## config.mk

```make
export PLATFORM = sky130hd
export DESIGN_NAME = ecppc_top
export DESIGN_NICKNAME = d
export VERILOG_FILES = /design/src/ecppc_pkg.sv /design/src/ecppc_fifo_if.sv /design/src/ecppc_top.sv /design/src/ecppc_fifo.sv
export VERILOG_INCLUDE_DIRS = /design/src /design/src/src
export SDC_FILE = /design/constraint.sdc
export NUM_CORES = 1
export LEC_CHECK = 0
export BUFFER_PORTS_ARGS = -buffer_cell sky130_fd_sc_hd__buf_2
export CAP_MARGIN = 10
export CORE_ASPECT_RATIO = 1.1
export CORE_MARGIN = 5
export CORE_UTILIZATION = 55
export DETAILED_ROUTE_END_ITERATION = 12
export PLACE_DENSITY = 0.83
export SLEW_MARGIN = 20
export SYNTH_ARGS = -nofsm -noshare
export SYNTH_HDL_FRONTEND = slang
export SYNTH_SLANG_ARGS = --single-unit
```

## constraint.sdc

```tcl
create_clock -name clk_i -period 3.4 [get_ports clk_i]
set_input_delay 0.34 -clock clk_i [delete_from_list [all_inputs] [get_ports clk_i]]
set_output_delay 0.34 -clock clk_i [all_outputs]
set_load 0.05 [all_outputs]
```

## src/ecppc_consts.svh

```systemverilog
// Offsets, field positions, reset values and timing counts of the port.
// Assumes an includer that uses the names as sized constants.
`ifndef ECPPC_CONSTS_SVH
`define ECPPC_CONSTS_SVH
// Register offsets from the port base
`define ECPPC_OFF_DATA 11'h000
`define ECPPC_OFF_DSR 11'h001
`define ECPPC_OFF_DCR 11'h002
`define ECPPC_OFF_FIFO 11'h400
`define ECPPC_OFF_CFGB 11'h401
`define ECPPC_OFF_ECR 11'h402
// Mode field codes
`define ECPPC_MODE_SPP 3'h0
`define ECPPC_MODE_PS2 3'h1
`define ECPPC_MODE_FIFO 3'h2
`define ECPPC_MODE_ECP 3'h3
`define ECPPC_MODE_TEST 3'h6
`define ECPPC_MODE_CFG 3'h7
// Device control field positions
`define ECPPC_DCR_DIR 5
`define ECPPC_DCR_ACKIE 4
`define ECPPC_DCR_SEL 3
`define ECPPC_DCR_INIT 2
`define ECPPC_DCR_AFD 1
`define ECPPC_DCR_STB 0
// Fixed and reset values
`define ECPPC_DCR_FIXED 2'h3
`define ECPPC_CFGA_VAL 8'h10
`define ECPPC_CFGB_LOW 3'h7
`define ECPPC_ECR_RST 8'h15
// FIFO shape: byte plus address tag
`define ECPPC_FIFO_DEPTH 16
`define ECPPC_FIFO_WIDTH 9
// Timing of the standard-protocol strobe
`define ECPPC_CLK_MHZ 40
`define ECPPC_SETUP_NS 500
`define ECPPC_STROBE_NS 500
`define ECPPC_SETUP_CYC ((`ECPPC_SETUP_NS * `ECPPC_CLK_MHZ + 999) / 1000)
`define ECPPC_STROBE_CYC ((`ECPPC_STROBE_NS * `ECPPC_CLK_MHZ + 999) / 1000)
`endif

```

## src/ecppc_pkg.sv

```systemverilog
// Types shared by the parallel port control logic.
// Assumes nothing beyond a SystemVerilog compiler.
package ecppc_pkg;
  // Wire-level handshake sequencer
  typedef enum logic [2:0] {
    hs_idle,
    hs_setup,
    hs_strobe,
    hs_hold,
    hs_ecp_ack,
    hs_ecp_done,
    hs_rev_ack
  } ecppc_hs_state_t;
endpackage

```

## src/ecppc_fifo_if.sv

```systemverilog
// Push and pop channels of the shared byte FIFO.
// Assumes one clock domain on both sides.
`timescale 1ns/10ps
interface ecppc_fifo_if #(
  parameter int W = 9,
  parameter int CW = 5
);
  logic clr;
  logic push_valid;
  logic push_ready;
  logic [W-1:0] push_data;
  logic pop_valid;
  logic pop_ready;
  logic [W-1:0] pop_data;
  logic [CW-1:0] count;
  modport src (output clr, push_valid, push_data, pop_ready,
               input push_ready, pop_valid, pop_data, count);
  modport buf_side (input clr, push_valid, push_data, pop_ready,
                    output push_ready, pop_valid, pop_data, count);
endinterface

```

## src/ecppc_top.sv

```systemverilog
// Control, configuration and FIFO modes of the extended parallel port.
// Assumes a host port of single-cycle rd/wr strobes decoded from the base,
// and printer pins from outside the clock domain.
// Operation
// - Control register bits 7 and 6 read as one; writes ignored.
// - Direction bit ignored in modes 000 and 010; else 0 out, 1 in.
// - With ack enable set, each rising acknowledge edge requests an interrupt.
// - Select control bit drives select pin inverted; one selects printer.
// - Initialise control bit drives the initialise pin without inversion.
// - Auto line feed bit drives the line feed pin inverted outside ECP mode.
// - Strobe bit drives the strobe pin inverted outside modes 010 and 011.
// - Mode 010 sends FIFO bytes out with automatic standard handshake.
// - ECP mode, direction zero, sends FIFO bytes with ECP handshake.
// - ECP mode, direction one, fills FIFO from peripheral; host reads them.
// - Test mode: host reads and writes FIFO; FIFO head on data lines, no handshake.
// - Configuration register A reads fixed eight-bit identifier value.
// - Configuration B compression bit reads zero, read-only.
// - Configuration B bit 6 returns present interrupt line level.
// - Configuration B bits 5 to 3 report the assigned interrupt.
// - Configuration B bits 2 to 0 read as ones; writes ignored.
// - Extended control resets to mode 0, fault disable 1, service 1, empty 1.
// - Mode 000 holds the FIFO in reset.
// - Configuration registers at 0x400 and 0x401 only in configuration mode.
// - All FIFO views share one sixteen-byte FIFO.
`timescale 1ns/10ps
`include "ecppc_consts.svh"
module ecppc_top import ecppc_pkg::*; (
  input wire logic clk_i,
  input wire logic rst_i,
  input wire logic [10:0] addr_i,
  input wire logic wr_i,
  input wire logic rd_i,
  input wire logic [7:0] wdata_i,
  output logic [7:0] rdata_o,
  input wire logic [7:0] pd_i,
  output logic [7:0] pd_o,
  output logic pd_oe_n_o,
  output logic strobe_pin_o,
  output logic linefeed_pin_o,
  output logic printer_reset_ctl_o,
  output logic printer_select_pin_o,
  input wire logic ack_n_i,
  input wire logic busy_i,
  input wire logic perror_i,
  input wire logic select_i,
  input wire logic fault_n_i,
  input wire logic irq_line_i,
  input wire logic [2:0] irq_sel_i,
  output logic irq_o
);
  localparam int SYN = 14;
  localparam logic [4:0] SETUP_LD = 5'(`ECPPC_SETUP_CYC - 1);
  localparam logic [4:0] STROBE_LD = 5'(`ECPPC_STROBE_CYC - 1);
  localparam logic [4:0] FIFO_FULL = 5'(`ECPPC_FIFO_DEPTH);

  logic [SYN-1:0] syn1_r;
  logic [SYN-1:0] syn2_r;
  logic [7:0] pd_s;
  logic ack_s, busy_s, perror_s, select_s, fault_s, irql_s;
  logic ack_q_r;
  logic [7:0] data_r;
  logic [5:0] dcr_r;
  logic [2:0] mode_r;
  logic fault_irq_disable_r, dma_enable_bit_r, service_request_r;
  ecppc_hs_state_t hs_st_r;
  logic [4:0] cnt_r;
  logic hs_stb_act_r, hs_afd_pin_r;
  logic [7:0] hs_data_r;
  logic dir_in, hs_mode, ecp_fwd, ecp_rev;
  logic host_push, host_pop, hs_push, hs_pop;
  logic fifo_full, fifo_empty;
  logic [7:0] rd_nxt, pd_nxt;
  logic stb_nxt, afd_nxt;
  logic [5:0] std_age_r;

  ecppc_fifo_if #(.W(`ECPPC_FIFO_WIDTH), .CW(5)) fif ();

  // One FIFO serves every FIFO view
  ecppc_fifo #(.W(`ECPPC_FIFO_WIDTH), .D(`ECPPC_FIFO_DEPTH)) u_fifo (
    .clk_i(clk_i),
    .rst_i(rst_i),
    .f(fif.buf_side)
  );

  ////////////////////////////////////////////////////////////////////
  // Two-stage synchronisers reset to idle pin levels; only stage two feeds logic
  always_ff @(posedge clk_i or posedge rst_i) begin
    if (rst_i) begin
      syn1_r <= 14'h0022; // Ack and fault idle high, so no false edge after reset
      syn2_r <= 14'h0022;
    end else begin
      syn1_r <= {pd_i, ack_n_i, busy_i, perror_i, select_i, fault_n_i, irq_line_i};
      syn2_r <= syn1_r;
    end
  end
  assign {pd_s, ack_s, busy_s, perror_s, select_s, fault_s, irql_s} = syn2_r;

  // Mode decode shared by data path and sequencer
  assign dir_in = dcr_r[`ECPPC_DCR_DIR] && (mode_r != `ECPPC_MODE_SPP)
                  && (mode_r != `ECPPC_MODE_FIFO);
  assign hs_mode = (mode_r == `ECPPC_MODE_FIFO) || (mode_r == `ECPPC_MODE_ECP);
  assign ecp_fwd = (mode_r == `ECPPC_MODE_ECP) && !dir_in;
  assign ecp_rev = (mode_r == `ECPPC_MODE_ECP) && dir_in;
  assign fifo_full = (fif.count == FIFO_FULL);
  assign fifo_empty = (fif.count == 5'h00);

  ////////////////////////////////////////////////////////////////////
  // FIFO push and pop; address writes carry a tag in bit 8
  assign host_push = wr_i && (((addr_i == `ECPPC_OFF_FIFO)
                     && ((mode_r == `ECPPC_MODE_FIFO) || ecp_fwd
                     || (mode_r == `ECPPC_MODE_TEST)))
                     || ((addr_i == `ECPPC_OFF_DATA) && ecp_fwd));
  assign host_pop = rd_i && (addr_i == `ECPPC_OFF_FIFO) && fif.pop_valid
                    && (ecp_rev || (mode_r == `ECPPC_MODE_TEST));
  assign hs_pop = (hs_st_r == hs_idle) && fif.pop_valid
                  && (((mode_r == `ECPPC_MODE_FIFO) && !busy_s) || ecp_fwd);
  assign hs_push = (hs_st_r == hs_idle) && ecp_rev && !ack_s && fif.push_ready;
  assign fif.push_valid = host_push || hs_push;
  assign fif.push_data = hs_push ? {1'b0, pd_s}
                         : {(addr_i == `ECPPC_OFF_DATA), wdata_i};
  assign fif.pop_ready = host_pop || hs_pop;
  assign fif.clr = (mode_r == `ECPPC_MODE_SPP);

  ////////////////////////////////////////////////////////////////////
  // Host writes; unknown offsets and read-only fields are dropped
  always_ff @(posedge clk_i or posedge rst_i) begin
    if (rst_i) begin
      data_r <= 8'h00;
      dcr_r <= 6'h00;
      {mode_r, fault_irq_disable_r, dma_enable_bit_r, service_request_r}
        <= 6'(`ECPPC_ECR_RST >> 2);
    end else if (wr_i) begin
      if (addr_i == `ECPPC_OFF_DATA) begin
        if ((mode_r == `ECPPC_MODE_SPP) || (mode_r == `ECPPC_MODE_PS2)) begin
          data_r <= wdata_i;
        end
      end else if (addr_i == `ECPPC_OFF_DCR) begin
        dcr_r <= wdata_i[5:0];
      end else if (addr_i == `ECPPC_OFF_ECR) begin
        {mode_r, fault_irq_disable_r, dma_enable_bit_r, service_request_r}
          <= wdata_i[7:2];
      end
    end
  end

  ////////////////////////////////////////////////////////////////////
  // Read mux; configuration offsets only decode in configuration mode
  always_comb begin
    rd_nxt = 8'h00;
    if (addr_i == `ECPPC_OFF_DATA) begin
      rd_nxt = pd_s;
    end else if (addr_i == `ECPPC_OFF_DSR) begin
      rd_nxt = {!busy_s, ack_s, perror_s, select_s, fault_s, 3'h7};
    end else if (addr_i == `ECPPC_OFF_DCR) begin
      rd_nxt = {`ECPPC_DCR_FIXED, dcr_r};
    end else if ((addr_i == `ECPPC_OFF_FIFO) && (mode_r == `ECPPC_MODE_CFG)) begin
      rd_nxt = `ECPPC_CFGA_VAL;
    end else if (addr_i == `ECPPC_OFF_FIFO) begin
      rd_nxt = host_pop ? fif.pop_data[7:0] : 8'h00;
    end else if ((addr_i == `ECPPC_OFF_CFGB) && (mode_r == `ECPPC_MODE_CFG)) begin
      rd_nxt = {1'b0, irql_s, irq_sel_i, `ECPPC_CFGB_LOW};
    end else if (addr_i == `ECPPC_OFF_ECR) begin
      rd_nxt = {mode_r, fault_irq_disable_r, dma_enable_bit_r,
                service_request_r, fifo_full, fifo_empty};
    end
  end

  // Read data stands from the cycle after rd_i until the next read
  always_ff @(posedge clk_i or posedge rst_i) begin
    if (rst_i) begin
      rdata_o <= 8'h00;
    end else if (rd_i) begin
      rdata_o <= rd_nxt;
    end
  end

  ////////////////////////////////////////////////////////////////////
  // Handshake sequencer; leaving modes 010 and 011 aborts any transfer
  always_ff @(posedge clk_i or posedge rst_i) begin
    if (rst_i) begin
      hs_st_r <= hs_idle;
      cnt_r <= 5'h00;
      hs_stb_act_r <= 1'b0;
      hs_afd_pin_r <= 1'b1;
      hs_data_r <= 8'h00;
    end else if (!hs_mode) begin
      hs_st_r <= hs_idle;
      hs_stb_act_r <= 1'b0;
      hs_afd_pin_r <= 1'b1;
    end else begin
      case (hs_st_r)
        hs_idle: begin
          if (hs_pop) begin
            hs_data_r <= fif.pop_data[7:0];
            if (mode_r == `ECPPC_MODE_FIFO) begin
              cnt_r <= SETUP_LD;
              hs_st_r <= hs_setup;
            end else begin
              hs_afd_pin_r <= !fif.pop_data[8];
              hs_stb_act_r <= 1'b1;
              hs_st_r <= hs_ecp_ack;
            end
          end else if (hs_push) begin
            hs_afd_pin_r <= 1'b1;
            hs_st_r <= hs_rev_ack;
          end else begin
            hs_afd_pin_r <= !ecp_rev; // Low tells peripheral we can take data
          end
        end
        hs_setup: begin
          if (cnt_r == 5'h00) begin
            hs_stb_act_r <= 1'b1;
            cnt_r <= STROBE_LD;
            hs_st_r <= hs_strobe;
          end else begin
            cnt_r <= cnt_r - 5'h01;
          end
        end
        hs_strobe: begin
          if (cnt_r == 5'h00) begin
            hs_stb_act_r <= 1'b0;
            cnt_r <= SETUP_LD;
            hs_st_r <= hs_hold;
          end else begin
            cnt_r <= cnt_r - 5'h01;
          end
        end
        hs_hold: begin
          // Hold gives the printer time to raise busy before next byte
          if (cnt_r == 5'h00) begin
            hs_st_r <= hs_idle;
          end else begin
            cnt_r <= cnt_r - 5'h01;
          end
        end
        hs_ecp_ack: begin
          if (busy_s) begin
            hs_stb_act_r <= 1'b0;
            hs_st_r <= hs_ecp_done;
          end
        end
        hs_ecp_done: begin
          if (!busy_s) begin
            hs_afd_pin_r <= 1'b1;
            hs_st_r <= hs_idle;
          end
        end
        hs_rev_ack: begin
          if (ack_s) begin
            hs_st_r <= hs_idle;
          end
        end
        default: hs_st_r <= hs_idle;
      endcase
    end
  end

  ////////////////////////////////////////////////////////////////////
  // Pin drive; control pins follow the control register outside FIFO modes
  always_comb begin
    stb_nxt = hs_mode ? !hs_stb_act_r : !dcr_r[`ECPPC_DCR_STB];
    afd_nxt = (mode_r == `ECPPC_MODE_ECP) ? hs_afd_pin_r
              : !dcr_r[`ECPPC_DCR_AFD];
    if (hs_mode) begin
      pd_nxt = hs_data_r;
    end else if (mode_r == `ECPPC_MODE_TEST) begin
      pd_nxt = fif.pop_data[7:0];
    end else begin
      pd_nxt = data_r;
    end
  end

  always_ff @(posedge clk_i or posedge rst_i) begin
    if (rst_i) begin
      pd_o <= 8'h00;
      pd_oe_n_o <= 1'b0;
      strobe_pin_o <= 1'b1;
      linefeed_pin_o <= 1'b1;
      printer_reset_ctl_o <= 1'b0;
      printer_select_pin_o <= 1'b1;
    end else begin
      pd_o <= pd_nxt;
      pd_oe_n_o <= dir_in;
      strobe_pin_o <= stb_nxt;
      linefeed_pin_o <= afd_nxt;
      printer_reset_ctl_o <= dcr_r[`ECPPC_DCR_INIT];
      printer_select_pin_o <= !dcr_r[`ECPPC_DCR_SEL];
    end
  end

  // Acknowledge edge request, one cycle per rising edge
  always_ff @(posedge clk_i or posedge rst_i) begin
    if (rst_i) begin
      ack_q_r <= 1'b1;
      irq_o <= 1'b0;
    end else begin
      ack_q_r <= ack_s;
      irq_o <= ack_s && !ack_q_r && dcr_r[`ECPPC_DCR_ACKIE];
    end
  end

  // Cycles since a standard-mode pop; the strobe timing check reads it
  always_ff @(posedge clk_i or posedge rst_i) begin
    if (rst_i) std_age_r <= 6'h00;
    else if (mode_r != `ECPPC_MODE_FIFO) std_age_r <= 6'h00;
    else if (hs_pop) std_age_r <= 6'h01;
    else if (std_age_r != 6'h3f && std_age_r != 6'h00) std_age_r <= std_age_r + 6'h01;
  end

  ////////////////////////////////////////////////////////////////////
  // Checks
  chk_dcr_top_ones: assert property (
    @(posedge clk_i) disable iff (rst_i)
    rd_i && (addr_i == `ECPPC_OFF_DCR) |=> rdata_o[7:6] == 2'h3)
    else $error("control register top bits not one");
  chk_dir_forced_out: assert property (
    @(posedge clk_i) disable iff (rst_i)
    (mode_r == `ECPPC_MODE_SPP) || (mode_r == `ECPPC_MODE_FIFO) |=> !pd_oe_n_o)
    else $error("data lines not driven in forced output mode");
  chk_ack_irq_edge: assert property (
    @(posedge clk_i) disable iff (rst_i)
    $rose(ack_s) && dcr_r[`ECPPC_DCR_ACKIE] |=> irq_o ##1 !irq_o)
    else $error("acknowledge edge request wrong");
  chk_ctl_pin_map: assert property (
    @(posedge clk_i) disable iff (rst_i)
    wr_i && (addr_i == `ECPPC_OFF_DCR) && (mode_r == `ECPPC_MODE_SPP)
    ##1 (mode_r == `ECPPC_MODE_SPP) |=> {printer_select_pin_o, printer_reset_ctl_o,
    linefeed_pin_o, strobe_pin_o} == {~$past(wdata_i[3], 2), $past(wdata_i[2], 2),
    ~$past(wdata_i[1], 2), ~$past(wdata_i[0], 2)})
    else $error("control pins do not follow control register");
  chk_std_strobe_time: assert property (
    @(posedge clk_i) disable iff (rst_i)
    (std_age_r == 6'h16) |-> !strobe_pin_o)
    else $error("standard strobe late");
  chk_ecp_fwd_strobe: assert property (
    @(posedge clk_i) disable iff (rst_i)
    hs_pop && ecp_fwd ##1 ecp_fwd |=> !strobe_pin_o)
    else $error("ECP forward strobe missing");
  chk_ecp_rev_fill: assert property (
    @(posedge clk_i) disable iff (rst_i)
    hs_push && !host_pop |=> fif.count == $past(fif.count) + 5'h01)
    else $error("reverse byte not captured");
  chk_test_no_send: assert property (
    @(posedge clk_i) disable iff (rst_i)
    (mode_r == `ECPPC_MODE_TEST) |=> hs_st_r == hs_idle)
    else $error("test mode started a transfer");
  chk_cfga_value: assert property (
    @(posedge clk_i) disable iff (rst_i)
    rd_i && (addr_i == `ECPPC_OFF_FIFO) && (mode_r == `ECPPC_MODE_CFG)
    |=> rdata_o == `ECPPC_CFGA_VAL)
    else $error("configuration A value wrong");
  chk_cfgb_fields: assert property (
    @(posedge clk_i) disable iff (rst_i)
    rd_i && (addr_i == `ECPPC_OFF_CFGB) && (mode_r == `ECPPC_MODE_CFG)
    |=> rdata_o == {1'b0, $past(irql_s), $past(irq_sel_i), 3'h7})
    else $error("configuration B fields wrong");
  chk_spp_fifo_flush: assert property (
    @(posedge clk_i) disable iff (rst_i)
    (mode_r == `ECPPC_MODE_SPP) |=> fif.count == 5'h00)
    else $error("FIFO not held in reset");
  chk_fifo_flags: assert property (
    @(posedge clk_i) disable iff (rst_i)
    rd_i && (addr_i == `ECPPC_OFF_ECR) |=> rdata_o[1:0]
    == {$past(fif.count) == 5'h10, $past(fif.count) == 5'h00})
    else $error("FIFO flags wrong");
endmodule // ecppc_top

```

## src/ecppc_fifo.sv

```systemverilog
// Shared first-word-fall-through FIFO with valid and ready on both sides.
// Assumes the user holds clr while the FIFO must stay empty.
`timescale 1ns/10ps
module ecppc_fifo #(
  parameter int W = 9,
  parameter int D = 16
) (
  input wire logic clk_i,
  input wire logic rst_i,
  ecppc_fifo_if.buf_side f
);
  localparam int AW = $clog2(D);
  logic [W-1:0] mem [D];
  logic [AW-1:0] wptr_r;
  logic [AW-1:0] rptr_r;
  logic [AW:0] count_r;
  logic do_push;
  logic do_pop;

  // Flags from the occupancy count, both held low while clr is set
  assign f.push_ready = (count_r != (AW+1)'(D)) && !f.clr;
  assign f.pop_valid = (count_r != '0) && !f.clr;
  assign f.pop_data = mem[rptr_r];
  assign f.count = count_r;
  assign do_push = f.push_valid && f.push_ready;
  assign do_pop = f.pop_ready && f.pop_valid;

  ////////////////////////////////////////////////////////////////////
  // Storage needs no reset; only the pointers define content
  always_ff @(posedge clk_i) begin
    if (do_push) begin
      mem[wptr_r] <= f.push_data;
    end
  end

  // Pointers and count; clear wins over any transfer
  always_ff @(posedge clk_i or posedge rst_i) begin
    if (rst_i) begin
      wptr_r <= '0;
      rptr_r <= '0;
      count_r <= '0;
    end else if (f.clr) begin
      wptr_r <= '0;
      rptr_r <= '0;
      count_r <= '0;
    end else begin
      if (do_push) wptr_r <= wptr_r + 1'b1;
      if (do_pop) rptr_r <= rptr_r + 1'b1;
      count_r <= count_r + (AW+1)'(do_push) - (AW+1)'(do_pop);
    end
  end
endmodule // ecppc_fifo

```

## Word-level counts from Yosys, hierarchy flattened

Memories as Yosys holds them, arrays and structs flattened.
Cells that the tools add are included.

| word-level totals | value |
|---|---|
| output and inout port bits | 22 |
| register bits | 102 |
| latch bits | 0 |
| input port bits | 40 |
| bits in read-only memories | 0 |
| bits in writable memories | 144 |
| logic and storage cells | 179 |
| memories kept | 1 |

| cells by class | value |
|---|---|
| order comparisons | 0 |
| $mul | 0 |
| div/mod/pow operators | 0 |
| shift operators | 0 |
| eq/ne operators | 34 |
| reductions and logical operators | 63 |
| muxes and demuxes | 49 |
| bitwise operators | 2 |
| add/sub/neg operators | 5 |

Memory list:

| name | words | width | read ports | clocked after Yosys merged registers in | write ports | RTL line | text |
|---|---|---|---|---|---|---|---|
| u_fifo.mem | 16 | 9 | 1 | 0 | 1 | ecppc_fifo.sv:13 | `logic [W-1:0] mem [D];` |

Operator list:

| operator | count |
|---|---|
| $mux W8 | 10 |
| $eq A11 B11 Y1 const B | 3 |
| $mux W3 | 10 |
| $mux W5 | 5 |
| $logic_and A1 B1 Y1 | 24 |
| $ne A3 B3 Y1 const B | 8 |
| $pmux W3 S7 | 1 |
| $mux W4 | 4 |
| $eq A3 B3 Y1 const B | 5 |
| $mux W1 | 15 |
| $pmux W5 S3 | 1 |
| $eq A3 B2 Y1 const B | 4 |
| $reduce_and A3 Y1 | 4 |
| $eq A11 B1 Y1 const B | 1 |
| $eq A11 B2 Y1 const B | 1 |
| $logic_not A1 Y1 | 11 |
| $logic_not A11 Y1 | 1 |
| $logic_not A5 Y1 | 2 |
| $logic_or A1 B1 Y1 | 9 |
| $mux W9 | 1 |
| $add A4 B1 Y4 const B | 2 |
| $ne A4 B4 Y1 const B | 2 |
| $reduce_and A7 Y1 | 1 |
| $eq A3 B1 Y1 const B | 2 |
| other kinds (21) | 26 |

## Longest topological paths before layout

Gate-level depths: netlist of the first run.

| depth | value |
|---|---|
| depth after elaboration | 15 |
| depth in mapped cells | 17 |

## Cells and area by module

A second synthesis of the first run with hierarchy kept.

| second synthesis, totals | value |
|---|---|
| cell total of the unflattened synthesis | 710 |
| area total of the unflattened synthesis | 10585.2 µm² |

By module, submodules not included:

| module | instances | sequential area each (µm²) | area each (µm²) | cells an instance |
|---|---|---|---|---|
| ecppc_fifo | 1 | 4649.5 | 6394.9 | 331 |
| ecppc_top | 1 | 2240.9 | 4190.3 | 379 |

## Least setup slack after synthesis of the first run

No wires, ideal clock.

| timing path | value |
|---|---|
| kind | input-to-reg |
| from | input addr_i[2] |
| to | register u_fifo.count_r[4], in the netlist u_fifo.f.count[4] |
| slack | 339 ps |
| stages on the path | 15 |
| path buffers | 0 |
| data arrival time | 2982 ps |
| data required time | 3321 ps |
| cells stage by stage | or4_4 nor3_4 a2111oi_4 nor2_1 inv_1 ha_1 inv_1 ha_1 inv_1 fa_1 inv_1 a21oi_1 nor2_1 or3_1 a21oi_1 |

| on the way | value |
|---|---|
| longest elaborated chain between the ends | 9 |
| elaborated cells between the ends (all ways) | 16 |

RTL lines:

| element | RTL line | text |
|---|---|---|
| start: declaration | ecppc_top.sv:30 | `input wire logic [10:0] addr_i,` |
| $eq A11 B11 Y1 (no line) or $logic_not A11 Y1 (tied branches) | n/a |  |
| $logic_and A1 B1 Y1, on equally long branches | ecppc_top.sv:109, ecppc_top.sv:112 |  |
| $logic_or A1 B1 Y1 | ecppc_top.sv:109 | `` assign host_push = wr_i && (((addr_i == `ECPPC_OFF_FIFO) `` |
| $logic_and A1 B1 Y1 | ecppc_top.sv:109 |  |
| $logic_or A1 B1 Y1 | ecppc_top.sv:118 | `assign fif.push_valid = host_push \|\| hs_push;` |
| $logic_and A1 B1 Y1 | ecppc_fifo.sv:25 | `assign do_push = f.push_valid && f.push_ready;` |
| $add A5 B1 Y5 | ecppc_fifo.sv:49 | `count_r <= count_r + (AW+1)'(do_push) - (AW+1)'(do_pop);` |
| $sub A5 B1 Y5 (*) | ecppc_fifo.sv:49 |  |
| $mux W5 (*) | ecppc_fifo.sv:42 | `end else if (f.clr) begin` |
| end signal: assignment | ecppc_fifo.sv:49 |  |
| end: declaration | ecppc_fifo.sv:16 | `logic [AW:0] count_r;` |

Every way passes the cells marked *; elsewhere a longest branch is shown, timed or not.
A chain may end at the register's enable or synchronous reset.

## Final worst setup path of the first run

| timing path | value |
|---|---|
| from | register u_fifo.count_r[3], in the netlist u_fifo.f.count[3] |
| to | register u_fifo.count_r[4], in the netlist u_fifo.f.count[4] |

| on the way | value |
|---|---|
| longest elaborated chain between the ends | 8 |
| elaborated cells between the ends (all ways) | 16 |

RTL lines:

| element | RTL line |
|---|---|
| $ne A5 B5 Y1 or $reduce_bool A5 Y1 (tied branches) | ecppc_fifo.sv:21, ecppc_fifo.sv:22 |
| $logic_and A1 B1 Y1, on equally long branches | ecppc_fifo.sv:21, ecppc_fifo.sv:22 |
| $logic_and A1 B1 Y1, on equally long branches | ecppc_top.sv:117, ecppc_top.sv:113, ecppc_top.sv:115 |
| $logic_or A1 B1 Y1, or another cell as far along | ecppc_top.sv:118 |
| $logic_and A1 B1 Y1 or $logic_or A1 B1 Y1 (tied branches) | ecppc_fifo.sv:25, ecppc_top.sv:121 |
| $add A5 B1 Y5 or $logic_and A1 B1 Y1 (tied branches) | ecppc_fifo.sv:49, ecppc_fifo.sv:26 |
| $sub A5 B1 Y5 (*) | ecppc_fifo.sv:49 |
| $mux W5 (*) | ecppc_fifo.sv:42 |

Marks and branches as above.

==> results.txt, run 1 <==
- The worst path uses 89.4% of the clock period.
- Highest clock frequency the design can meet: 0.329 GHz
- Unrepaired setup endpoints after global routing: false
- The die covers 0.0221 mm2.
- In this run, the number of DRC markers left after iteration 0 of detailed routing was 618.
- After legalization and detailed placement, the total HPWL measured 16.1 mm.
- The final layout contains routed wiring with a total length of 23.5 mm.
* Final worst setup slack: 0.360 ns
- The clock passes through at most 3 buffers.
- In this run the worst path has a maximum fanout of 2.
* Core outline area: 0.0190 mm2
* Number of synthesized flops with an enable pin: 144
- The clock arrives with 0.0105 ns of skew.
- During I/O placement, the number of pins put on the boundary was 62.
* Final total negative setup slack: 0 ns
- Drt via density: 6.13
* Relative slew slack: 35.1%
- Clock period minus final worst setup slack: 3.04 ns
* Effective utilization at floorplan: 55.5%
- Measured on the finished design, the core utilization comes to 64.4%.
* Startpoint kind of the worst setup timing path: flip-flop
- The congestion estimate from routability-driven global placement came to 0.903.
- CTS built an H-tree with a depth of 1.
- Top cell type's share of synthesized area: 40.9%
* Overall die width: 142 um
- In this run the power density over the cells is 493 mW/mm2.
- TritonCTS built the clock tree.
* Final count of negative-setup-slack endpoints: 0
- Critical setup path kind: reg -> reg
- The worst register-to-register path ends at u_fifo.f.count[4].
- After detailed routing, the number of remaining DRC violations is 0.
- Later-pin clock latency in the skew report: 0.52 ns
- Yosys mapped the design onto 80 distinct sky130hd cell types.
- Netlist area before placement: 0.0106 mm2
- The tightest min-delay check is of the in -> reg type.
- Fraction of registers with async set or reset after synthesis: 41.5%
- Pin count of the biggest net entering global routing: 50
* Sequential cell area fraction in the yosys report: 65.2%
* Hold Path Stages: 2
- The number of nets handed over by synthesis was 766.
- Dividing the detail-routed wire length by the instance count gives 21.7 um.
- First-pass GRT wire length: 37.5 mm
- Proportion of layout cells with a drive suffix above 1: 27.2%
- The number of global-route vias before repair was 6853.
- For flop-to-flop paths, the worst setup slack is 0.36 ns.
- STA puts the critical path data arrival time at 3.49 ns.
* Summed area of non-filler cells in the final layout: 0.0122 mm2
* Number of failing hold endpoints at the final stage: 0
- Synthesis inferred 246 register bits.
* Rows: 53
- Via count: 6649
- The Yosys step of the flow raised 0 warnings.
* Cell with the most instances after synthesis: edfxtp_1
- Average cell area after synthesis: 14.8 um2
- The pre-antenna-repair detailed-routing pass consisted of 6 iterations.
- Antenna violation net count after detailed routing: 0
* Number of nets in the layout: 872
* Combined global-route utilization of all metal layers: 21.6%
- For the worst setup path, the data required time is 3.85 ns.
- Primary flip-flop cell chosen by synthesis mapping: edfxtp_1
- The number of antenna diodes in the final layout is 0.
- Outcome: complete, no violations
- The root buffer cell chosen for the clock tree is clkbuf_16.
* Total leakage power: 4.58 nW
- Overall die height: 155 um
- Max Slew Vio Count: 0
* Postcts setup bufs: 0
- The clock net in this run drives a total of 246 sinks.
- The most critical setup path has its endpoint at u_fifo.f.count[4].
- Post-synthesis cell count: 713
- During placement, the flow inserted port buffers numbering 61.
- For the worst flop-to-flop path, the logic depth is 17.
- Global routing finished with a remaining overflow of 0.
- The placed instances occupy a cell area of 0.0113 mm2.
* Main area contributors after synthesis: edfxtp_1 (41%), dfrtp_1 (22%), mux4_2 (6.0%)
- Clock Pin Slew Worst Setup and Hold Paths: 0.07 ns
- The worst setup path is captured at a flip-flop.
* P&R area growth vs syn: 15.9%
- Max-Cap Viols: 0
- Worst setup path startpoint: u_fifo.f.count[3]
* Biggest area consumer among synthesized cells: edfxtp_1
- Number of buffers created by CTS: 24
- Worst-Margin Slew: 0.959 ns
- Number of antenna violations at the first check in global routing: 0
* Post-Place Worst Slack: 0.182 ns
- Ranked by instance count, the synthesized netlist is headed by edfxtp_1 (144), dfrtp_1 (91), nor2_1 (41), nand2_1 (37).
* Origin of the critical flop-to-flop path: u_fifo.f.count[3]
- Across the VDD grid, the largest voltage drop is 0.428 mV.
registers in the layout, indices dropped and copies added, names as in the netlist, 6 cells and up:
| signal | count |
|---|---|
| syn2_r | 14 |
| data_r | 8 |
| syn1_r | 14 |
| rdata_o | 8 |
| hs_data_r | 8 |
| pd_o | 8 |
| u_fifo.mem | 144 |
| dcr_r | 6 |
logic make-up (layout without fill, tap and decap cells):
kind of cell,Yosys count,count (layout),synth area share [%]
multiplexers,81,81,11.3
buffers and inverters,65,189,2.85
flip-flops,246,246,65.2
XOR/XNOR,7,7,0.580
adder cells (fa/ha/maj),13,13,1.61
AO/OA/AOI/OAI,135,135,9.56
AND/OR/NAND/NOR,166,166,8.88
layout by cell type (no fill, tap or decap), drive strengths merged, types with 9 or more instances in the layout:
cell / count
edfxtp: 144
buf: 101
dfrtp: 91
nor2: 41
nand2: 37
inv: 30
mux2: 29
clkbuf: 29
mux4: 28
o21ai: 28
mux2i: 24
a21oi: 21
dlygate4sd3: 15
a221oi: 15
ha: 12
nor3: 12
and2: 11
dfstp: 11
nand3: 10
a22oi: 9
what timing repair did:
action | in CTS | in global routing
hold endpoints to repair | 50 | 0
gates resized for setup | 0 | 1
hold buffers | 15 | 0
endpoints found under the setup margin | 0 | 1
power by group:
| group | internal [mW] | switching (mW) |
|---|---|---|
| Sequential | 3.19 | 0.0156 |
| Combinational | 0.0602 | 0.119 |
| Clock | 1.54 | 1.11 |
layer usage:
layer  vias up  wire length [um]  GRT usage, %
met4         0               880          8.64
met2       327             11800          36.7
li1       2945                 -             -
met1      3312              9100          28.2
met5         -                 0             0
met3        65              1730          3.01
how the worst min path moves through the flow:
stage / start / to / slack, ns
floorplan: syn1_r[0] / syn2_r[0] / 0.33
global placement: syn1_r[10] / syn2_r[10] / 0.33
detailed placement: syn1_r[12] / syn2_r[12] / 0.33
CTS: wdata_i[7] / mode_r[2] / 0.09
global route: wdata_i[0] / data_r[0] / 0.11
finish: wdata_i[7] / mode_r[2] / 0.11
stage by stage:
step           hold WS [ns]  cells  power, mW
6_report              0.108   1084       6.03
5_1_grt               0.105   1084       6.20
4_1_cts              0.0932   1084       6.06
3_5_place_dp          0.335   1025       3.43
3_3_place_gp          0.333   1025       3.42
2_1_floorplan         0.331    713       3.35
cell type report:
cell class | count | area (um2)
Sequential cell | 246 | 6890
Tap cell | 247 | 309
Clock buffer | 29 | 619
Multi-Input combinational cell | 402 | 3390
Clock inverter | 15 | 169
Inverter | 29 | 111
Fill cell | 1247 | 6780
Timing Repair Buffer | 116 | 756
critical path: stages, from the launching register on:
cell and delay [ns]:
dfrtp_1 0.39, inv_1 0.08, ha_1 0.17, nor4b_4 0.24
o21bai_1 0.24, a2111oi_4 0.06, nor2_1 0.21, inv_1 0.08
ha_1 0.28, inv_1 0.04, ha_1 0.19, inv_1 0.09
fa_1 0.20, inv_1 0.05, a21oi_1 0.11, nor2_1 0.06
or3_1 0.34, a21oi_1 0.14
No activity file was read; power rests on OpenSTA's default activity.
==> run 2, diff against run 1 <==
- ABC_AREA: not set -> 1
- CORE_MARGIN: 5 -> not set
==> run 2 against run 1 <==
  * Synthesized cell count rose by 54%
  * Final cell count is 34% higher
  * Fmax down 1.5%
  * Setup slack worse by 0.046 ns
  * Core utilization up 0.61 points
  * Total power down 0.88%
  * Register-to-register slack worse by 0.05 ns
  * Highest routed layer unchanged
==> results.txt, run 2 <==
* CTS tree: yes (unchanged)
- Highest clock frequency the design can meet: 0.324 GHz (was 0.329 GHz)
* Number of synthesized flops with an enable pin: 144 (unchanged)
- Total leakage power: 5.31 nW (was 4.58 nW)
* Critical path buffer and inverter count: 4 (was 5)
- The final HPWL from detailed placement was 17.4 mm (was 16.1 mm).
- P&R area growth vs syn: 14.6% (was 15.9%)
* Combined global-route utilization of all metal layers: 27.0% (was 21.6%)
- The net switching power is 1.20 mW (was 1.25 mW).
- Later-pin clock latency in the skew report: 0.51 ns (was 0.52 ns)
- Cell type of the slowest stage on the worst timing path: dfrtp_1 (unchanged)
- The transition time at the pin with the least slew margin is 0.961 ns (was 0.959 ns).
- Clock period minus final worst setup slack: 3.09 ns (was 3.04 ns)
- The sequential-to-total area share from yosys stat was 63.2% (was 65.2%).
- The number of hold-slack violations in the final timing report was 0 (unchanged).
* Clk network pwr share: 43.8% (was 43.9%)
* Number of remaining DRC errors: 0 (unchanged)
* Worst IR drop on VDD: 0.477 mV (was 0.428 mV)
- Final worst setup slack: 0.314 ns (was 0.360 ns)
- Fill count: 1431 (was 1247)
* Startpoint kind of the worst setup timing path: flip-flop (unchanged)
- The leftover overflow at the end of global routing was 0 (unchanged).
* Overall die height: 150 um (was 155 um)
- Number of antenna violations at the first check in global routing: 0 (unchanged)
* Highest fanout seen on the critical path: 19 (was 2)
- Post-synthesis cell count: 1095 (was 713)
- The critical path's largest stage delay was 0.58 ns (was 0.39 ns).
- Final count of negative-setup-slack endpoints: 0 (unchanged)
- The total placed instance area came to 0.0116 mm2 (was 0.0113 mm2).
- Average cell area after synthesis: 9.95 um2 (was 14.8 um2)
* Internal power contribution: 4.78 mW (was 4.79 mW)
- The total standard cell area after synthesis is 0.0109 mm2 (was 0.0106 mm2).
- The final standard cell utilization of the core was 65.0% (was 64.4%).
* DRT iter0 DRCs: 792 (was 618)
- Synthesis warning total: 0 (unchanged)
* Relative slew slack: 35.9% (was 35.1%)
- Kind of end point of the critical path: flip-flop (unchanged)
* Unrepaired setup endpoints after global routing: false (unchanged)
* Crit path max-delay family: simple AND/OR/NAND/NOR gates (unchanged)
- Max Slew Vio Count: 0 (unchanged)
- Resized cells post-CTS: 0 (unchanged)
* Worst hold slack: 0.191 ns (was 0.108 ns)
- Post-Place Worst Slack: 0.388 ns (was 0.182 ns)
- The wire length after detailed routing came to 26.6 mm (was 23.5 mm).
- The die footprint is 0.0204 mm2 (was 0.0221 mm2).
* Top cell type's share of synthesized area: 39.7% (was 40.9%)
* Count of non-filler cells in the finished layout: 1451 (was 1084)
- First-pass GRT wire length: 41.1 mm (was 37.5 mm)
- Largest registers: u_fifo.mem x144, syn1_r x14, syn2_r x14 (unchanged).
- Commonest non-fill, non-tap cell in the layout: nand2_1 (was edfxtp_1)
- Max-Cap Viols: 0 (unchanged)
- The share of cells above drive strength 1 was 15.6% (was 27.2%).
- The clock root buffer is clkbuf_16 (unchanged).
- Fraction of registers with async set or reset after synthesis: 41.5% (unchanged)
* Routability-driven placement congestion ratio: 0.909 (was 0.903)
- Most used cells in the layout excluding fill and tap cells: nand2_1 (303), edfxtp_1 (144), nor2_1 (111), dfrtp_1 (90), inv_1 (86) (was edfxtp_1 (144), dfrtp_1 (90), buf_2 (61), nor2_1 (41), buf_4 (40)).
- Number of sinks driven by the clock tree: 246 (unchanged)
* Pin count of the biggest net entering global routing: 60 (was 50)
* Data arrival time at the worst-slack endpoint: 3.53 ns (was 3.49 ns)
- The starting utilization of the core area is 56.7% (was 55.5%).
* Max reg flops: 144 (unchanged)
- The maximum buffer depth of the clock tree was 3 (unchanged).
- The residual antenna-violating net count after detailed routing was 0 (unchanged).
- Clock Skew: 0.00978 ns (was 0.0105 ns)
* Placed Instances: 1392 (was 1025)
- The ratio of final minimum period to clock period is 90.8% (was 89.4%).
* Nets in the synthesized netlist: 1148 (was 766)
- The primary flip-flop cell chosen by synthesis mapping is edfxtp_1 (unchanged).
* Register containing the most flip-flops in the final layout: u_fifo.mem (unchanged)
- Logic gate share of total power: 2.7% (was 3.0%)
- Diodes inserted: 0 (unchanged)
* Drt via density: 5.64 (was 6.13)
- The switching share of total power came to 20.1% (was 20.7%).
* Summed area of non-filler cells in the final layout: 0.0125 mm2 (was 0.0122 mm2)
- Number of nets in the layout: 1239 (was 872)
- The most prevalent standard cell on the critical path is inv_1 (unchanged).
- Required time at the endpoint of the critical path: 3.84 ns (was 3.85 ns)
- Main area contributors after synthesis: edfxtp_1 (40%), dfrtp_1 (21%), nand2_1 (10%) (was edfxtp_1 (41%), dfrtp_1 (22%), mux4_2 (6.0%)).
- The overall power consumption was 5.98 mW (was 6.03 mW).
* Overall die width: 136 um (was 142 um)
* Clock Pin Slew Worst Setup and Hold Paths: 0.06 ns (was 0.07 ns)
* WL/cell: 18.4 um (was 21.7 um)
- The power density over cell area is 479 mW/mm2 (was 493 mW/mm2).
- Rows: 53 (unchanged)
- Ordered cell list for the critical path: nand4_1, o21ai_2, nand2_4, nor2_8, nor2_4, inv_2, ha_1, inv_1, ha_1, inv_1, fa_1, inv_1, nand2_1, a21oi_1, nor2_1, xor2_1, nor2_1 (was inv_1, ha_1, nor4b_4, o21bai_1, a2111oi_4, nor2_1, inv_1, ha_1, inv_1, ha_1, inv_1, fa_1, inv_1, a21oi_1, nor2_1, or3_1, a21oi_1).
* Cell types with the highest counts after synthesis: nand2_1 (303), edfxtp_1 (144), nor2_1 (111), dfrtp_1 (91), inv_1 (87) (was edfxtp_1 (144), dfrtp_1 (91), nor2_1 (41), nand2_1 (37))
* H-tree levels: 1 (unchanged)
* Ports: 62 (unchanged)
- The sequential power share came to 53.5% (was 53.1%).
- The count of input and output buffers was 61 (unchanged).
* Postcts setup bufs: 0 (unchanged)
* Hold Path Class: in -> reg (unchanged)
- The path type of the worst setup path is reg -> reg (unchanged).
- Outcome: complete, no violations (unchanged).
- Cell with the most instances after synthesis: nand2_1 (was edfxtp_1)
- The number of global-route vias before repair came to 7929 (was 6853).
- Number of buffers created by CTS: 24 (unchanged)
* Number of search-and-repair iterations in the first detailed-routing pass: 5 (was 6)
* Final total negative setup slack: 0 ns (unchanged)
- Register bit count reported by yosys: 246 (unchanged)
- The post-synthesis cell type with the largest combined area is edfxtp_1 (unchanged).
- The count of vias placed by the detailed router came to 8179 (was 6649).
* Core outline area: 0.0192 mm2 (was 0.0190 mm2)
* Count of cell types in the netlist: 48 (was 80)
==> run 2: kinds of logic after synthesis <==
kind of cell | synth area share [%]
DFF | 63.2
muxes | 0.0919
xor gates and xnor gates | 0.241
and+or+nand+nor | 21.2
buffers and inverters | 5.43
adders and majority gates | 1.56
AOI/OAI and AO/OA | 8.26
==> run 2: area by class of cell <==
cell class	instances	area [um2]	area share (%)
inverter	107	404	3.23
clock buffer	35	683	5.47
tap	247	309	2.47
timing repair buffer	102	676	5.41
sequential	246	6890	55.2
multi-input combinational	705	3440	27.5
clock inverter	9	92.6	0.741
==> run 2: per-layer routing <==
layer | vias up | part of all wire (%) | track usage [%]
li1 | 3835 | - | -
met5 | - | 0 | 0
met4 | 0 | 4.3 | 12.2
met3 | 67 | 7.9 | 3.66
met1 | 3896 | 39 | 34.9
met2 | 381 | 49 | 45.2
==> run 2: repair_timing <==
item / CTS / global route
endpoints found under the setup margin: 0 / 0
hold buffers: 15 / 0
hold endpoints to repair: 54 / 0
==> run 2: path summary, 6_finish.rpt <==
kind | start | to | slack [ns] | cells past startpoint
setup / recovery | mode_r[1] | u_fifo.f.count[4] | 0.31 | 17
hold / removal | rd_i | rdata_o[7] | 0.19 | 3
setup reg to reg | mode_r[1] | u_fifo.f.count[4] | 0.31 | 17
hold reg to reg | syn1_r[11] | syn2_r[11] | 0.35 | 0
max in group asynchronous | rst_i | hs_afd_pin_r | 2.22 | 4
min in group asynchronous | rst_i | syn1_r[3] | 0.43 | 3
==> run 2: power groups by stage <==
stage	registers [mW]	clock network [mW]	logic [mW]
after floorplan	3.26	0	0.0624
after global placement	3.26	0	0.139
after detailed placement	3.26	0	0.144
after CTS	3.20	2.65	0.159
after global routing	3.20	2.75	0.172
final	3.20	2.62	0.159
==> run 2: worst min-delay path, stage by stage <==
cell and delay (ns):
buf_2 0.19, nand2_1 0.10, nand2_1 0.04
==> run 3, diff against run 2 <==
- RECOVER_POWER: not set -> 100
==> run 3 against run 2 <==
  * The run now ends with max-capacitance violations, max-slew violations left
  * Sequential power barely moved
  * Final cell count did not move
  * Clock-buffer cell count did not move
  * Sequential share of layout area up 0.86 points
  * Critical path type unchanged
  * Largest power group unchanged
  * Highest routed layer unchanged
==> results.txt, run 3 (same netlist as run 2, synthesis figures left out) <==
- Outcome: complete, but fails checks (was complete, no violations).
* Violated checks: max-capacitance violations, max-slew violations
- CTS tree: yes (unchanged)
* Clock Pin Slew Worst Setup and Hold Paths: 0.06 ns (about the same)
* Hold Path Class: in -> reg (unchanged)
- Root buffer cell: clkbuf_16 (unchanged)
- Largest registers: u_fifo.mem x144, syn1_r x14, syn2_r x14 (unchanged).
- The final HPWL from detailed placement is 17.4 mm (unchanged).
* Core outline area: 0.0192 mm2 (unchanged)
- The layout overhead on the synthesized area was 12.9% (was 14.6%).
- Overall die area: 0.0204 mm2 (unchanged)
- Number of buffers created by CTS: 24 (unchanged)
- Placed Instances: 1392 (unchanged)
- The required time at the worst-slack endpoint was 3.84 ns (about the same).
- The most prevalent standard cell on the critical path is inv_1 (unchanged).
- Final worst setup slack: 0.329 ns (was 0.314 ns)
- Startpoint kind of the worst setup timing path: flip-flop (unchanged)
- The wire length of the first global-routing pass came to 41.1 mm (unchanged).
- The number of cells upsized or downsized after cts is 0 (unchanged).
- Postcts setup bufs: 0 (unchanged)
- The wire length after detailed routing was 26.7 mm (was 26.6 mm).
- Proportion of layout cells with a drive suffix above 1: 10.5% (was 15.6%)
- Via count of the first global-routing pass: 7929 (unchanged)
* Effective utilization at floorplan: 56.7% (unchanged)
- The height of the chip came to 150 um (unchanged).
- The overall power consumption came to 5.97 mW (was 5.98 mW).
* Rows: 53 (unchanged)
* Critical setup path kind: reg -> reg (unchanged)
- DRT iter0 DRCs: 848 (was 792)
- Max-Cap Viols: 3 (was 0)
- Via count: 8190 (was 8179)
- Ports: 62 (unchanged)
- The number of slew-limit violations in the final report came to 79 (was 0).
* Clock period minus final worst setup slack: 3.07 ns (was 3.09 ns)
- Highest clock frequency the design can meet: 0.326 GHz (was 0.324 GHz)
- Final count of negative-setup-slack endpoints: 0 (unchanged)
* Number of buffers added on ports: 61 (unchanged)
* Commonest non-fill, non-tap cell in the layout: nand2_1 (unchanged)
- Internal reg-to-reg setup slack: 0.33 ns (was 0.31 ns)
* Cell type of the slowest stage on the worst timing path: fa_1 (was dfrtp_1)
* Final total negative setup slack: 0 ns (unchanged)
* Post-place instance area: 0.0116 mm2 (unchanged)
* Worst-Margin Slew: 1.85 ns (was 0.961 ns)
- The critical path's largest stage delay was 0.37 ns (was 0.58 ns).
- Overflow after GRT: 0 (unchanged)
* Unrepaired setup endpoints after global routing: false (unchanged)
- Post-Place Worst Slack: 0.388 ns (unchanged)
* Number of sinks driven by the clock tree: 246 (unchanged)
* Diodes inserted: 0 (unchanged)
- The number of hold buffers added after CTS was 15 (unchanged).
- H-tree levels: 1 (unchanged)
* Number of search-and-repair iterations in the first detailed-routing pass: 5 (unchanged)
* Number of remaining DRC errors: 0 (unchanged)
- Data arrival time at the worst-slack endpoint: 3.51 ns (was 3.53 ns)
* Worst-case clock buffer depth: 3 (unchanged)
- The cell-internal power came to 4.77 mW (was 4.78 mW).
- Fraction of power spent switching nets: 20.1% (about the same)
- Routability-driven placement congestion ratio: 0.909 (unchanged)
- Relative slew slack: -23.8% (was 35.9%)
- Pin count of the biggest net entering global routing: 60 (unchanged)
- WL/cell: 18.4 um (about the same)
* Worst IR drop on VDD: 0.477 mV (about the same)
* Drt via density: 5.64 (about the same)
- Most used cells in the layout excluding fill and tap cells: nand2_1 (306), edfxtp_1 (144), nor2_1 (113), dfrtp_1 (90), inv_1 (89) (was nand2_1 (303), edfxtp_1 (144), nor2_1 (111), dfrtp_1 (90), inv_1 (86)).
* Clock Skew: 0.00938 ns (was 0.00978 ns)
- The number of hold-slack violations in the final timing report is 0 (unchanged).
- The net switching power came to 1.20 mW (about the same).
- Clk network pwr share: 43.9% (was 43.8%)
- The flip-flop count of the largest register after layout came to 144 (unchanged).
- The sort of element at the end of the critical path is a flip-flop (unchanged).
* Register containing the most flip-flops in the final layout: u_fifo.mem (unchanged)
* Worst hold slack: 0.181 ns (was 0.191 ns)
- The critical-path maximum fanout was 19 (unchanged).
- The die width came to 136 um (unchanged).
* Ordered cell list for the critical path: inv_1, ha_1, nand4_1, nand2_1, inv_1, nand2_4, nor2_8, nor2_4, inv_2, ha_1, inv_1, ha_1, inv_1, fa_1, inv_1, nand2_1, a21oi_1, nor2_1, xor2_1, nor2_1 (was nand4_1, o21ai_2, nand2_4, nor2_8, nor2_4, inv_2, ha_1, inv_1, ha_1, inv_1, fa_1, inv_1, nand2_1, a21oi_1, nor2_1, xor2_1, nor2_1)
- Combined global-route utilization of all metal layers: 27.0% (unchanged)
- The sequential power share was 53.6% (was 53.5%).
- The residual antenna-violating net count after detailed routing was 0 (unchanged).
* Number of nets in the layout: 1239 (unchanged)
- The static power due to leakage was 5.12 nW (was 5.31 nW).
- The power density over cell area was 486 mW/mm2 (was 479 mW/mm2).
* Number of antenna violations at the first check in global routing: 0 (unchanged)
* Count of non-filler cells in the finished layout: 1451 (unchanged)
* Period utilization: 90.3% (was 90.8%)
- The post-route cell area came to 0.0123 mm2 (was 0.0125 mm2).
* Logic gate share of total power: 2.5% (was 2.7%)
- The final standard cell utilization of the core is 64.0% (was 65.0%).
- The insertion delay of the later-clocked pin in the worst-skew pair came to 0.51 ns (about the same).
run 3: power by group through the flow:
| stage | sequential (mW) | combinational (mW) | clock [mW] |
|---|---|---|---|
| floorplan | 3.26 | 0.0624 | 0 |
| global placement | 3.26 | 0.139 | 0 |
| detailed placement | 3.26 | 0.144 | 0 |
| CTS | 3.20 | 0.159 | 2.65 |
| global route | 3.20 | 0.163 | 2.75 |
| finish | 3.20 | 0.150 | 2.62 |
run 3: area by class of cell:
type / count / area [um2]
tap: 247 / 309
clock buffer: 35 / 683
sequential: 246 / 6890
multi-input combinational: 705 / 3370
timing repair buffer: 102 / 558
inverter: 107 / 403
fill: 1493 / 6930
clock inverter: 9 / 92.6
run 3: path summary, 6_finish.rpt:
check	startpoint	to	cells after the start
max in group asynchronous	rst_i	hs_data_r[6]	4
hold / removal	rd_i	rdata_o[7]	3
setup / recovery	u_fifo.f.count[2]	u_fifo.f.count[4]	20
setup reg to reg	u_fifo.f.count[2]	u_fifo.f.count[4]	20
min in group asynchronous	rst_i	syn1_r[3]	3
hold reg to reg	syn1_r[11]	syn2_r[11]	0
run 3: worst max-delay path: cells and delay by family, from the launching register on:
family	cells	cell delay [ns]
buffers and inverters	6	0.53
xor gates and xnor gates	1	0.13
and+or+nand+nor	8	0.90
AOI/OAI and AO/OA	1	0.12
DFF	1	0.35
adders and majority gates	4	0.96
run 3: per-layer routing:
metal | up-vias | GRT usage, % | part of all wire [%]
li1 | 3824 | - | -
met1 | 3894 | 34.9 | 39
met2 | 402 | 45.2 | 49
met5 | - | 0 | 0
met3 | 70 | 3.66 | 8.2
met4 | 0 | 12.2 | 4.3
